<file path="config.mk">
export PLATFORM = sky130hd
export DESIGN_NAME = cmpc_regs
export DESIGN_NICKNAME = d
export VERILOG_FILES = /design/src/rtl/cmpc_pkg.sv /design/src/rtl/cmpc_regs.sv
export VERILOG_INCLUDE_DIRS = /design/src /design/src/rtl
export SDC_FILE = /design/constraint.sdc
export NUM_CORES = 1
export LEC_CHECK = 0
export BUFFER_PORTS_ARGS = -buffer_cell sky130_fd_sc_hd__buf_2
export CORE_UTILIZATION = 42
export CTS_CLUSTER_SIZE = 16
export DETAILED_ROUTE_END_ITERATION = 16
export GPL_TIMING_DRIVEN = 0
export PLACE_DENSITY_LB_ADDON = 0.1
export SETUP_SLACK_MARGIN = 0.15
export SYNTH_ARGS = -nofsm -noshare
export SYNTH_HDL_FRONTEND = slang
export SYNTH_SLANG_ARGS = --single-unit
</file>
<file path="constraint.sdc">
create_clock -name I_CLOCK -period 0.85 [get_ports I_CLOCK]
set_input_delay 0.0425 -clock I_CLOCK [delete_from_list [all_inputs] [get_ports I_CLOCK]]
set_output_delay 0.0425 -clock I_CLOCK [all_outputs]
set_load 0.01 [all_outputs]
</file>
<file path="src/rtl/cmpc_params.svh">
// How it works
// - Control register layout fixed, resets zero.
// - Mode bit 5 enables rising interrupt.
// - Mode bit 4 enables falling interrupt.
// - Mode bits 7-6, 3-2 read zero.
// - Mode bits 1-0 drive response time.
// - Speed code 0 fastest; resets to 2.
// - Edges set sticky flags; software clears.
// - Enable bit turns comparator on/off.
// - Result bit shows current comparator output.
// - Hysteresis fields set independently per direction.
`ifndef CMPC_PARAMS_SVH
`define CMPC_PARAMS_SVH

// Register addresses on the special function register port.
`define CMPC_CTRL_ADDR 8'h9C
`define CMPC_MODE_ADDR 8'h9D

// Reset images of the two registers.
`define CMPC_CTRL_RST 8'h00
`define CMPC_MODE_RST 8'h02

// Control register field positions.
`define CMPC_ON_BIT 7
`define CMPC_RESULT_BIT 6
`define CMPC_RISE_BIT 5
`define CMPC_FALL_BIT 4
`define CMPC_POS_HI 3
`define CMPC_POS_LO 2
`define CMPC_NEG_HI 1
`define CMPC_NEG_LO 0

// Mode register field positions.
`define CMPC_RIE_BIT 5
`define CMPC_FIE_BIT 4
`define CMPC_SPD_HI 1
`define CMPC_SPD_LO 0

`endif

</file>
<file path="src/rtl/cmpc_pkg.sv">
package cmpc_pkg;

   // Response time selection, fastest to lowest power.
   typedef enum logic [1:0] {
      CMPC_SPEED_FAST = 2'b00,
      CMPC_SPEED_MID1 = 2'b01,
      CMPC_SPEED_MID2 = 2'b10,
      CMPC_SPEED_LOWP = 2'b11
   } cmpc_speed_type;

   // Hysteresis amount for one direction.
   typedef enum logic [1:0] {
      CMPC_HYST_OFF = 2'b00,
      CMPC_HYST_5MV = 2'b01,
      CMPC_HYST_10MV = 2'b10,
      CMPC_HYST_20MV = 2'b11
   } cmpc_hyst_type;

endpackage : cmpc_pkg

</file>
<file path="src/rtl/cmpc_regs.sv">
`include "cmpc_params.svh"

module cmpc_regs
   import cmpc_pkg::*;
(
   input wire logic I_CLOCK,
   input wire logic I_RST,
   input wire logic [7:0] I_SFR_ADDR,
   input wire logic I_SFR_WR,
   input wire logic I_SFR_RD,
   input wire logic [7:0] I_SFR_WDATA,
   input wire logic I_CMP_RAW,
   output logic [7:0] O_SFR_RDATA,
   output logic O_CMP_ON,
   output logic [1:0] O_POS_HYST_SEL,
   output logic [1:0] O_NEG_HYST_SEL,
   output logic [1:0] O_RESPONSE_SPEED_SEL,
   output logic O_IRQ
);

   localparam logic [7:0] CTRL_RST = `CMPC_CTRL_RST;
   localparam logic [7:0] MODE_RST = `CMPC_MODE_RST;

   logic sync1_r;
   logic sync2_r;
   logic prev_r;
   logic cmp_on_r;
   logic cmp_on_nxt;
   logic rise_seen_flag_r;
   logic rise_seen_flag_nxt;
   logic fall_seen_flag_r;
   logic fall_seen_flag_nxt;
   cmpc_hyst_type pos_hyst_sel_r;
   cmpc_hyst_type pos_hyst_sel_nxt;
   cmpc_hyst_type neg_hyst_sel_r;
   cmpc_hyst_type neg_hyst_sel_nxt;
   logic rise_irq_en_r;
   logic rise_irq_en_nxt;
   logic fall_irq_en_r;
   logic fall_irq_en_nxt;
   cmpc_speed_type response_speed_sel_r;
   cmpc_speed_type response_speed_sel_nxt;
   logic [7:0] rdata_r;
   logic [7:0] rdata_nxt;
   logic wr_ctrl;
   logic wr_mode;
   logic rise_edge;
   logic fall_edge;

   // Address match against one register, used for reads and writes.
   function automatic logic cmpc_hit(input logic [7:0] addr,
                                     input logic [7:0] reg_addr);
      cmpc_hit = (addr == reg_addr);
   endfunction : cmpc_hit

   // The analog result is asynchronous, so it is brought in through two
   // flip-flops; only the second stage is ever looked at.
   always_ff @(posedge I_CLOCK or posedge I_RST) begin
      if (I_RST) begin
         sync1_r <= 1'b0;
         sync2_r <= 1'b0;
         prev_r <= 1'b0;
      end else begin
         sync1_r <= I_CMP_RAW;
         sync2_r <= sync1_r;
         prev_r <= sync2_r;
      end
   end

   // Write decode and edge detection on the synchronised result.
   assign wr_ctrl = I_SFR_WR && cmpc_hit(I_SFR_ADDR, `CMPC_CTRL_ADDR);
   assign wr_mode = I_SFR_WR && cmpc_hit(I_SFR_ADDR, `CMPC_MODE_ADDR);
   assign rise_edge = sync2_r && !prev_r;
   assign fall_edge = !sync2_r && prev_r;

   // Next register values. A flag set by an edge beats a software write in
   // the same cycle, so an event arriving during a clear is never lost.
   always_comb begin
      cmp_on_nxt = cmp_on_r;
      rise_seen_flag_nxt = rise_seen_flag_r;
      fall_seen_flag_nxt = fall_seen_flag_r;
      pos_hyst_sel_nxt = pos_hyst_sel_r;
      neg_hyst_sel_nxt = neg_hyst_sel_r;
      rise_irq_en_nxt = rise_irq_en_r;
      fall_irq_en_nxt = fall_irq_en_r;
      response_speed_sel_nxt = response_speed_sel_r;
      rdata_nxt = rdata_r;
      if (wr_ctrl) begin
         cmp_on_nxt = I_SFR_WDATA[`CMPC_ON_BIT];
         rise_seen_flag_nxt = I_SFR_WDATA[`CMPC_RISE_BIT];
         fall_seen_flag_nxt = I_SFR_WDATA[`CMPC_FALL_BIT];
         pos_hyst_sel_nxt = cmpc_hyst_type'(
            I_SFR_WDATA[`CMPC_POS_HI:`CMPC_POS_LO]);
         neg_hyst_sel_nxt = cmpc_hyst_type'(
            I_SFR_WDATA[`CMPC_NEG_HI:`CMPC_NEG_LO]);
      end
      if (wr_mode) begin
         rise_irq_en_nxt = I_SFR_WDATA[`CMPC_RIE_BIT];
         fall_irq_en_nxt = I_SFR_WDATA[`CMPC_FIE_BIT];
         response_speed_sel_nxt = cmpc_speed_type'(
            I_SFR_WDATA[`CMPC_SPD_HI:`CMPC_SPD_LO]);
      end
      if (rise_edge) begin
         rise_seen_flag_nxt = 1'b1;
      end
      if (fall_edge) begin
         fall_seen_flag_nxt = 1'b1;
      end
      if (I_SFR_RD) begin
         rdata_nxt = 8'h00;
         if (cmpc_hit(I_SFR_ADDR, `CMPC_CTRL_ADDR)) begin
            rdata_nxt[`CMPC_ON_BIT] = cmp_on_r;
            rdata_nxt[`CMPC_RESULT_BIT] = sync2_r;
            rdata_nxt[`CMPC_RISE_BIT] = rise_seen_flag_r;
            rdata_nxt[`CMPC_FALL_BIT] = fall_seen_flag_r;
            rdata_nxt[`CMPC_POS_HI:`CMPC_POS_LO] = pos_hyst_sel_r;
            rdata_nxt[`CMPC_NEG_HI:`CMPC_NEG_LO] = neg_hyst_sel_r;
         end else if (cmpc_hit(I_SFR_ADDR, `CMPC_MODE_ADDR)) begin
            // Unused pairs stay zero from the clear above.
            rdata_nxt[`CMPC_RIE_BIT] = rise_irq_en_r;
            rdata_nxt[`CMPC_FIE_BIT] = fall_irq_en_r;
            rdata_nxt[`CMPC_SPD_HI:`CMPC_SPD_LO] = response_speed_sel_r;
         end
      end
   end

   // Register stage with the documented reset images.
   always_ff @(posedge I_CLOCK or posedge I_RST) begin
      if (I_RST) begin
         cmp_on_r <= CTRL_RST[`CMPC_ON_BIT];
         rise_seen_flag_r <= CTRL_RST[`CMPC_RISE_BIT];
         fall_seen_flag_r <= CTRL_RST[`CMPC_FALL_BIT];
         pos_hyst_sel_r <= cmpc_hyst_type'(
            CTRL_RST[`CMPC_POS_HI:`CMPC_POS_LO]);
         neg_hyst_sel_r <= cmpc_hyst_type'(
            CTRL_RST[`CMPC_NEG_HI:`CMPC_NEG_LO]);
         rise_irq_en_r <= MODE_RST[`CMPC_RIE_BIT];
         fall_irq_en_r <= MODE_RST[`CMPC_FIE_BIT];
         response_speed_sel_r <= cmpc_speed_type'(
            MODE_RST[`CMPC_SPD_HI:`CMPC_SPD_LO]);
         rdata_r <= 8'h00;
      end else begin
         cmp_on_r <= cmp_on_nxt;
         rise_seen_flag_r <= rise_seen_flag_nxt;
         fall_seen_flag_r <= fall_seen_flag_nxt;
         pos_hyst_sel_r <= pos_hyst_sel_nxt;
         neg_hyst_sel_r <= neg_hyst_sel_nxt;
         rise_irq_en_r <= rise_irq_en_nxt;
         fall_irq_en_r <= fall_irq_en_nxt;
         response_speed_sel_r <= response_speed_sel_nxt;
         rdata_r <= rdata_nxt;
      end
   end

   // Outputs to the analog core and the interrupt handler. The request is
   // a level that stays up until software clears the flag or the enable.
   assign O_SFR_RDATA = rdata_r;
   assign O_CMP_ON = cmp_on_r;
   assign O_POS_HYST_SEL = pos_hyst_sel_r;
   assign O_NEG_HYST_SEL = neg_hyst_sel_r;
   assign O_RESPONSE_SPEED_SEL = response_speed_sel_r;
   assign O_IRQ = (rise_seen_flag_r && rise_irq_en_r) ||
                  (fall_seen_flag_r && fall_irq_en_r);

   // Both registers hold their reset images once reset is released.
   property p_reset_image;
      @(posedge I_CLOCK) disable iff (I_RST)
      $fell(I_RST) |-> !O_CMP_ON && !rise_seen_flag_r && !fall_seen_flag_r
         && O_POS_HYST_SEL == 2'h0 && O_NEG_HYST_SEL == 2'h0
         && O_RESPONSE_SPEED_SEL == 2'h2 && !O_IRQ;
   endproperty
   a_reset_image: assert property (p_reset_image)
      else $error("Register reset image wrong.");

   // A rising result sets the rising flag within three cycles: two
   // synchroniser stages and the flag stage.
   property p_rise_sets;
      @(posedge I_CLOCK) disable iff (I_RST)
      $rose(I_CMP_RAW) |-> ##[1:3] rise_seen_flag_r;
   endproperty
   a_rise_sets: assert property (p_rise_sets)
      else $error("Rising edge did not set its flag.");

   // A falling result sets the falling flag within three cycles.
   property p_fall_sets;
      @(posedge I_CLOCK) disable iff (I_RST)
      $fell(I_CMP_RAW) |-> ##[1:3] fall_seen_flag_r;
   endproperty
   a_fall_sets: assert property (p_fall_sets)
      else $error("Falling edge did not set its flag.");

   // A set flag stays set until a control write.
   property p_flag_sticky;
      @(posedge I_CLOCK) disable iff (I_RST)
      (rise_seen_flag_r && !wr_ctrl) |=> rise_seen_flag_r;
   endproperty
   a_flag_sticky: assert property (p_flag_sticky)
      else $error("Rising flag dropped without a write.");

   // Writing zero clears a flag when no edge arrives.
   property p_flag_clear;
      @(posedge I_CLOCK) disable iff (I_RST)
      (wr_ctrl && !I_SFR_WDATA[`CMPC_FALL_BIT] && !fall_edge)
         |=> !fall_seen_flag_r;
   endproperty
   a_flag_clear: assert property (p_flag_clear)
      else $error("Falling flag not cleared by write.");

   // Control writes steer enable and hysteresis outputs.
   property p_ctrl_write;
      @(posedge I_CLOCK) disable iff (I_RST)
      wr_ctrl |=> O_CMP_ON == $past(I_SFR_WDATA[7])
         && O_POS_HYST_SEL == $past(I_SFR_WDATA[3:2])
         && O_NEG_HYST_SEL == $past(I_SFR_WDATA[1:0]);
   endproperty
   a_ctrl_write: assert property (p_ctrl_write)
      else $error("Control write not applied.");

   // Mode writes steer interrupt enables and the response time.
   property p_mode_write;
      @(posedge I_CLOCK) disable iff (I_RST)
      wr_mode |=> rise_irq_en_r == $past(I_SFR_WDATA[5])
         && fall_irq_en_r == $past(I_SFR_WDATA[4])
         && O_RESPONSE_SPEED_SEL == $past(I_SFR_WDATA[1:0]);
   endproperty
   a_mode_write: assert property (p_mode_write)
      else $error("Mode write not applied.");

   // Mode reads show zero in the unused pairs and the live speed code.
   property p_mode_read;
      @(posedge I_CLOCK) disable iff (I_RST)
      (I_SFR_RD && I_SFR_ADDR == 8'h9D) |=> O_SFR_RDATA[7:6] == 2'h0
         && O_SFR_RDATA[3:2] == 2'h0
         && O_SFR_RDATA[1:0] == $past(O_RESPONSE_SPEED_SEL);
   endproperty
   a_mode_read: assert property (p_mode_read)
      else $error("Mode read image wrong.");

   // Control reads return the synchronised result in bit 6.
   property p_result_read;
      @(posedge I_CLOCK) disable iff (I_RST)
      (I_SFR_RD && I_SFR_ADDR == 8'h9C) |=>
         O_SFR_RDATA[6] == $past(sync2_r);
   endproperty
   a_result_read: assert property (p_result_read)
      else $error("Result bit read wrong.");

   // Any flag whose enable is set raises the request.
   property p_irq;
      @(posedge I_CLOCK) disable iff (I_RST)
      (rise_seen_flag_r && rise_irq_en_r) ||
         (fall_seen_flag_r && fall_irq_en_r) |-> O_IRQ;
   endproperty
   a_irq: assert property (p_irq)
      else $error("Interrupt request missing.");

   // Without any enabled flag the request stays low.
   property p_irq_low;
      @(posedge I_CLOCK) disable iff (I_RST)
      !(rise_seen_flag_r && rise_irq_en_r) &&
         !(fall_seen_flag_r && fall_irq_en_r) |-> !O_IRQ;
   endproperty
   a_irq_low: assert property (p_irq_low)
      else $error("Interrupt request without cause.");

endmodule : cmpc_regs

</file>
Word level (Yosys, flattened, before mapping) --
Cells that the tools add are included.
Storage, ports and cells: register bits after elaboration 22, output and inout port bits 16, bits of input ports 21, logic and storage cells 35
Cells by class: reductions and logical operators 11, multiplexer cells 10, equal/unequal tests 2
Operators by type and width (count):
- $eq A8 B8 Y1 const B | 2
- $mux W2 | 6
- $logic_and A1 B1 Y1 | 6
- $mux W1 | 4
- $reduce_bool A2 Y1 | 2
- $logic_not A1 Y1 | 2
- $logic_or A1 B1 Y1 | 1

Longest topological paths before layout --
Gate-level depths: netlist of the first run.
depth after elaboration 4, gate-level depth with buffers 4, mapped depth without buffers 3

Least setup slack after synthesis of the first run --
Ideal clock, no wire load.
path kind input-to-reg, start in I_SFR_ADDR[6], end reg response_speed_sel_r[0] (netlist: O_RESPONSE_SPEED_SEL[0]), stages on the path 3, slack -0.234 ns, arrival 0.959 ns, data required time 0.725 ns, library setup time 0.125 ns, path buffers 0, cell sequence and4bb_2 and4_1 mux2_2
Between the ends: longest elaborated chain between the ends 2
Ends and longest elaborated chain:
- from (decl) | RTL line cmpc_regs.sv:8 | input wire logic [7:0] I_SFR_ADDR,
- $eq A8 B8 Y1 | RTL line cmpc_regs.sv:53 | cmpc_hit = (addr == reg_addr);
- $logic_and A1 B1 Y1 | RTL line cmpc_regs.sv:72 | assign wr_mode = I_SFR_WR && cmpc_hit(I_SFR_ADDR, `CMPC_MODE_ADDR);
- to (signal assigned) | RTL line cmpc_regs.sv:139 | response_speed_sel_r <= cmpc_speed_type'(
- to (signal assigned) | RTL line cmpc_regs.sv:150 | response_speed_sel_r <= response_speed_sel_nxt;
- to (decl) | RTL line cmpc_regs.sv:41 | cmpc_speed_type response_speed_sel_r;
Every way passes these cells. A chain may end at the register's enable or synchronous reset.

Final worst setup path of the first run --
start reg fall_seen_flag_r, end out O_IRQ
Between the ends: longest elaborated chain between the ends 2
Ends and longest elaborated chain:
- from (decl) | RTL line cmpc_regs.sv:31 | logic fall_seen_flag_r;
- from (signal assigned) | RTL line cmpc_regs.sv:132 | fall_seen_flag_r <= CTRL_RST[`CMPC_FALL_BIT];
- from (signal assigned) | RTL line cmpc_regs.sv:145 | fall_seen_flag_r <= fall_seen_flag_nxt;
- $logic_and A1 B1 Y1 | RTL line cmpc_regs.sv:163 | (fall_seen_flag_r && fall_irq_en_r);
- $logic_or A1 B1 Y1 | RTL line cmpc_regs.sv:162 | assign O_IRQ = (rise_seen_flag_r && rise_irq_en_r) ||
- to (decl) | RTL line cmpc_regs.sv:18 | output logic O_IRQ
Every way passes these cells.

==> run metrics, run 1 <==
status=finished, violations left; failing checks=negative hold slack, negative setup slack; Gate Count Post-Synth=78; Mapped Nets=99; final hold violations=29; Ys Warns=0; # setup viols final=27; Arr. time, crit path=1070 ps; CP endpoint kind=output pin; Max Cap Violations=0; Routed WL per cell=14.2 um; total track usage=20.2%; largest net degree at the start of global routing=23; most common cell after layout, fill and taps aside=buf_2; Nets=156; FP Rows=16; DR iter-0 viols=4; Worst-path clk slew=120 ps; proportion of layout cells with a drive suffix above 1=67.2%; critical path fanouts, max=2; pwr/cell area=1310 mW/mm^2; WP data required=810 ps; setup slack after layout=-262 ps; initial antenna violation count=0; Vias=808; placeable core area=0.00202 sq mm; RSZ-0062 raised after global routing=true; H-tree lvl count=1; Yosys cell types=15; gr ovfl total=0; post-route antenna net violation count=0; headroom to the max-slew limit=44.7%; worst skew pair latency=310 ps; Total Wirelength=2290 um; FMAX=899 MHz; Root Driver=clkbuf_4; Leak=0.787 nW; final setup TNS=-1820 ps; WS Path Type=flip-flop to output pin; Worst VDD drop=1.20 mV; post-synthesis sequential area ratio=59.0%; chip width=49.2 um; port bufs=34; vias in the first global route=791; post-DR vias/cell=5.02; area delta synth->final=60.3%; Slew @ Worst Pin=828 ps; startpoint type of the worst setup path=flip-flop; CTS max path bufs=2; post-route cell area=0.00150 sq mm; DRC=0; HP Class=input port to asynchronous set/reset pin; synthesized flop and latch total=22; part of the cycle the worst path needs=131%; die area=0.00242 sq mm; clock skew=0.639 ps; FILL cells=154; Final Critical Period=1110 ps; IO Count=37; most frequent cells in the layout=buf_2 (29), dfrtp_1 (20), mux2_4 (12), buf_6 (12), buf_4 (10); Slew Viols, Final=0; hold bufs inserted after CTS=1; number of diodes=0; placed standard-cell area=0.00115 sq mm; hold slack final=-126 ps; Die H=49.2 um; Placer Congestion=0.775; first-pass GRT wire length=3660 um; syn avg cell area=12.0 sq um; total CTS buffers=3; Initial Utilization=46.3%; first drt pass iteration count=4; Clock Sinks=22; CTS tree=yes; synthesized area=936 sq um
-- per-stage QoR --
stage	power (W)	instances	setup slack, ps	util, %	hold WS [ps]
2_1_floorplan	0.00121	78	-179	-	31.0
3_3_place_gp	0.00130	139	-345	57.1	152
3_5_place_dp	0.00130	139	-368	57.1	152
4_1_cts	0.00192	155	-255	68.0	-96.8
5_1_grt	0.00205	161	-315	74.2	-64.6
6_report	0.00196	161	-262	74.2	-126
-- layer usage --
layer / global-route usage, % / vias up / wire (um)
met5: 0 / - / 0
met4: 7.35 / 0 / 23
met3: 4.05 / 4 / 132
met2: 32.4 / 30 / 1070
met1: 26.8 / 394 / 1060
li1: - / 380 / -
-- logic make-up after synthesis --
kind of cell | after synthesis | share of synthesized area, %
AO/OA/AOI/OAI | 9 | 6.28
buffers and inverters | 11 | 4.41
flip-flops | 22 | 59.0
multiplexers | 15 | 17.8
AND/OR/NAND/NOR | 21 | 12.6
-- sequential cells by signal, summed over array words and instances (netlist names) --
register	count
O_RESPONSE_SPEED_SEL	2
O_NEG_HYST_SEL	2
rise_seen_flag_r	1
O_SFR_RDATA	8
sync2_r	1
rise_irq_en_r	1
sync1_r	1
O_POS_HYST_SEL	2
fall_seen_flag_r	1
fall_irq_en_r	1
prev_r	1
O_CMP_ON	1
-- cells in the mapped netlist --
cell type / instances / area [sq um]
dfrtp_1: 21 / 526
nor2_1: 4 / 15.0
and4_1: 1 / 8.76
nand2_1: 10 / 37.5
and3b_1: 1 / 8.76
inv_1: 9 / 33.8
dfstp_2: 1 / 26.3
a22o_1: 1 / 8.76
nor2b_1: 2 / 12.5
mux2i_1: 2 / 20.0
o22ai_1: 8 / 50.1
clkbuf_1: 2 / 7.51
mux2_2: 13 / 146
nand3_2: 1 / 10.0
and4bb_2: 2 / 25.0
-- final timing paths --
path                       depth (start not counted)  slack [ps]                    startpoint                            end
hold reg to reg                                    0         360             sync1_r$_DFF_PP0_              sync2_r$_DFF_PP0_
min in group I_CLOCK                               2         -50                I_SFR_WDATA[3]  O_POS_HYST_SEL[1]$_DFFE_PP0P_
setup reg to reg                                   4        -220  fall_seen_flag_r$_DFFE_PP0P_     O_SFR_RDATA[4]$_DFFE_PP0P_
max in group asynchronous                          2         420                         I_RST              sync2_r$_DFF_PP0_
setup / recovery                                   2        -260  fall_seen_flag_r$_DFFE_PP0P_                          O_IRQ
hold / removal                                     2        -130                         I_RST  O_POS_HYST_SEL[0]$_DFFE_PP0P_
-- what timing repair did --
action	in CTS	in global routing
pin swaps	10	7
gates resized for setup	22	22
endpoints found under the hold margin	31	30
buffers inserted	11	6
setup endpoints to repair	31	34
-- worst max-delay path, cell delays in order, from the launching register on --
cell     delay (ps)
dfrtp_1         420
a22o_1          210
buf_2           130
-- final cells by class --
cell class                 count  area, sq um  area share, %
inverter                       9         33.8           2.25
sequential                    22          553           36.9
buffer                         2         10.0          0.667
timing repair buffer          52          365           24.4
clock buffer                   4         36.3           2.42
multi-input combinational     45          468           31.2
tap                           27         33.8           2.25
-- power breakdown --
| group | switching [W] | internal (W) |
|---|---|---|
| Clock | 0.000317 | 0.000262 |
| Combinational | 0.000121 | 0.000161 |
| Sequential | 0.0000245 | 0.00108 |
| Total | 0.000463 | 0.00150 |
No activity file was read; power rests on OpenSTA's default activity.
==> run 2, diff against run 1 <==
- ABC_AREA: unset -> 1
- CORE_ASPECT_RATIO: unset -> 1.75
- CORE_UTILIZATION: 42 -> 43
==> run metrics, run 2 <==
Root Driver=clkbuf_8; Arr. time, crit path=990 ps (-80 ps); placed insts=181 (+30%); max incr delay on CP=400 ps (-20 ps); synthesized area=0.00103 sq mm (+11%); post-DP HPWL=1620 um; failing checks=negative hold slack, negative setup slack; first drt pass iteration count=4 (unchanged); Ys Warns=0 (unchanged); vias in the first global route=919 (+16%); WS Path Type=flip-flop to output pin; startpoint type of the worst setup path=flip-flop; Critical-path top delay cell=dfrtp_1; post-synthesis async set-or-reset flop share=100% (unchanged); final cell count without fillers=203 (+26%); final hold violations=21 (-28%); most common cell after layout, fill and taps aside=nand2_1; Post-synth EDFFs=0 (unchanged); Clock Sinks=22 (unchanged); max reg flops=8 (unchanged); post-route cell area=0.00154 sq mm (+2.7%); area delta synth->final=48.9%; Mapped Nets=144 (+45%); Die H=66.9 um (+36%); cells on worst reg2reg path=4 (unchanged); Worst-path clk slew=80 ps (-40 ps); Yosys top cell area share=50.8% (-5.4 points); IO Count=37 (unchanged); total CTS buffers=3 (unchanged); DR iter-0 viols=11 (+7); die area=0.00261 sq mm (+8.0%); Routed WL per cell=11.9 um (-17%); Initial Utilization=45.5% (-0.77 points); placed standard-cell area=0.00125 sq mm (+7.9%); RR Startpoint=O_RESPONSE_SPEED_SEL[1]$_DFFE_PP1P_; placeable core area=0.00227 sq mm (+12%); FP Rows=23 (+7); critical path fanouts, max=2 (unchanged); Placer Congestion=0.704 (-9.2%); Synth area leaders=dfrtp_1 (51%), nand2_1 (17%), nand3_1 (9.7%); synthesized flop and latch total=22 (unchanged); CTS max path bufs=2 (unchanged); H-tree lvl count=1 (unchanged); Slew @ Worst Pin=824 ps (-3.85 ps); initial antenna violation count=0 (unchanged); total track usage=21.1% (+0.96 points); status=finished, violations left; Max Cap Violations=0 (unchanged); crit-path cells=a22o_1 -> buf_2; most instantiated cells after synthesis=nand2_1 (48), dfrtp_1 (21), nand3_1 (20); flop2flop setup slack=-10 ps (+210 ps); hold slack final=-70.6 ps (+55.1 ps); WP data required=810 ps (about the same); FILL cells=192 (+25%); post-synthesis sequential area ratio=53.3% (-5.6 points); most frequent cells in the layout=nand2_1 (41), buf_2 (34), dfrtp_1 (21); DRC=0 (unchanged); post-DR vias/cell=4.95 (-1.5%); syn avg cell area=8.41 sq um (-30%); pwr/cell area=1380 mW/mm^2 (+5.2%); setup slack after layout=-182 ps (+80.2 ps); Buffers & Inverters on Critical Path=1 (unchanged); largest net degree at the start of global routing=23 (unchanged); CP endpoint kind=output pin; Slew Viols, Final=0 (unchanged); part of the cycle the worst path needs=121% (-9.4 points); CTS tree=yes; dominant cell type by area after synthesis=dfrtp_1; number of diodes=0 (unchanged); count leader, synth=nand2_1; Worst VDD drop=1.16 mV (-3.9%); Final Critical Period=1030 ps (-80.2 ps); RSZ-0062 raised after global routing=true; Yosys cell types=16 (+1); clock skew=6.24 ps (+5.60 ps); proportion of layout cells with a drive suffix above 1=50.0% (-17 points); # setup viols final=8 (-70%); worst reg2reg endpoint=O_SFR_RDATA[1]$_DFFE_PP0P_; Total Wirelength=2410 um (+4.9%); HP Class=input port to asynchronous set/reset pin; gr ovfl total=0 (unchanged); first-pass GRT wire length=3840 um (+4.9%); Post-synth top flop=dfrtp_1; Top delay family on crit path=flip-flops; Nets=200 (+28%); chip width=39.1 um (-21%); port bufs=33 (-2.9%); headroom to the max-slew limit=45.0% (+0.26 points); worst skew pair latency=260 ps (-50 ps); Vias=1,004 (+24%); Leak=0.884 nW (+12%); Gate Count Post-Synth=123 (+58%); FMAX=969 MHz (+7.8%); post-route antenna net violation count=0 (unchanged)
-- run 2: final cells by class --
type	count	area, sq um	share of cell area [%]
well taps	25	31.3	2.03
plain buffers	3	21.3	1.38
repair buffers	51	340	22.1
flip-flops and latches	22	552	35.8
multi-input cells	88	495	32.2
clock buffers	4	55.1	3.57
inverters	10	45.0	2.92
-- run 2: worst reg2reg max path, cell delays in order (launching register included) --
cell,delay (ps)
dfstp_2,560
nand3_1,80
nand2_1,60
nand2_1,50
nand2_1,60
-- run 2: worst max path at each step --
| stage | startpoint | to | slack (ps) | cells after the start |
|---|---|---|---|---|
| after floorplan | O_RESPONSE_SPEED_SEL[1]$_DFFE_PP1P_ | O_SFR_RDATA[1]$_DFFE_PP0P_ | 30 | 4 |
| after global placement | I_SFR_ADDR[5] | fall_seen_flag_r$_DFFE_PP0P_ | -80 | 7 |
| after detailed placement | I_SFR_ADDR[5] | fall_seen_flag_r$_DFFE_PP0P_ | -100 | 7 |
| after CTS | fall_seen_flag_r$_DFFE_PP0P_ | O_IRQ | -180 | 2 |
| after global routing | fall_seen_flag_r$_DFFE_PP0P_ | O_IRQ | -220 | 2 |
| final | fall_irq_en_r$_DFFE_PP0P_ | O_IRQ | -180 | 2 |
-- run 2: kinds of logic (layout without fill, tap and decap cells) --
kind of cell,after synthesis,count (layout),share of synthesized area (%)
compound gates,5,5,2.78
buf+inv,13,68,5.68
flops,22,22,53.3
simple gates,83,83,38.2
-- run 2: per-layer routing --
metal / wire length, um / global-route usage, % / vias up
li1: - / - / 499
met1: 925 / 23.8 / 472
met2: 1340 / 37.3 / 29
met3: 105 / 4.00 / 4
met4: 38 / 7.76 / 0
met5: 0 / 0 / -
-- run 2: timing repair --
item                                   CTS  global route
gates cloned                             0             0
setup endpoints to repair               23            35
endpoints found under the hold margin   24             0
hold buffers                             3             0
pin swaps                                8            16
resized for setup                        5            21
buffers inserted                        12             3
-- run 2: stage by stage --
stage	setup TNS, ps	hold slack [ps]	utilization, %	power (W)	setup slack [ps]
final	-378	-70.6	67.7	0.00212	-182
after global placement	-604	152	54.8	0.00131	-79.8
after floorplan	0	31.0	-	0.00123	28.0
after global routing	-752	15.4	67.7	0.00220	-223
after CTS	-344	-43.9	63.2	0.00210	-185
after detailed placement	-852	152	54.8	0.00132	-96.8
-- run 2: power by group --
| group | switching [W] | total (W) | leakage [nW] | internal (W) |
|---|---|---|---|---|
| Clock | 0.000337 | 0.000750 | 0.0288 | 0.000413 |
| Sequential | 0.0000230 | 0.00110 | 0.285 | 0.00108 |
| Combinational | 0.000147 | 0.000270 | 0.570 | 0.000124 |
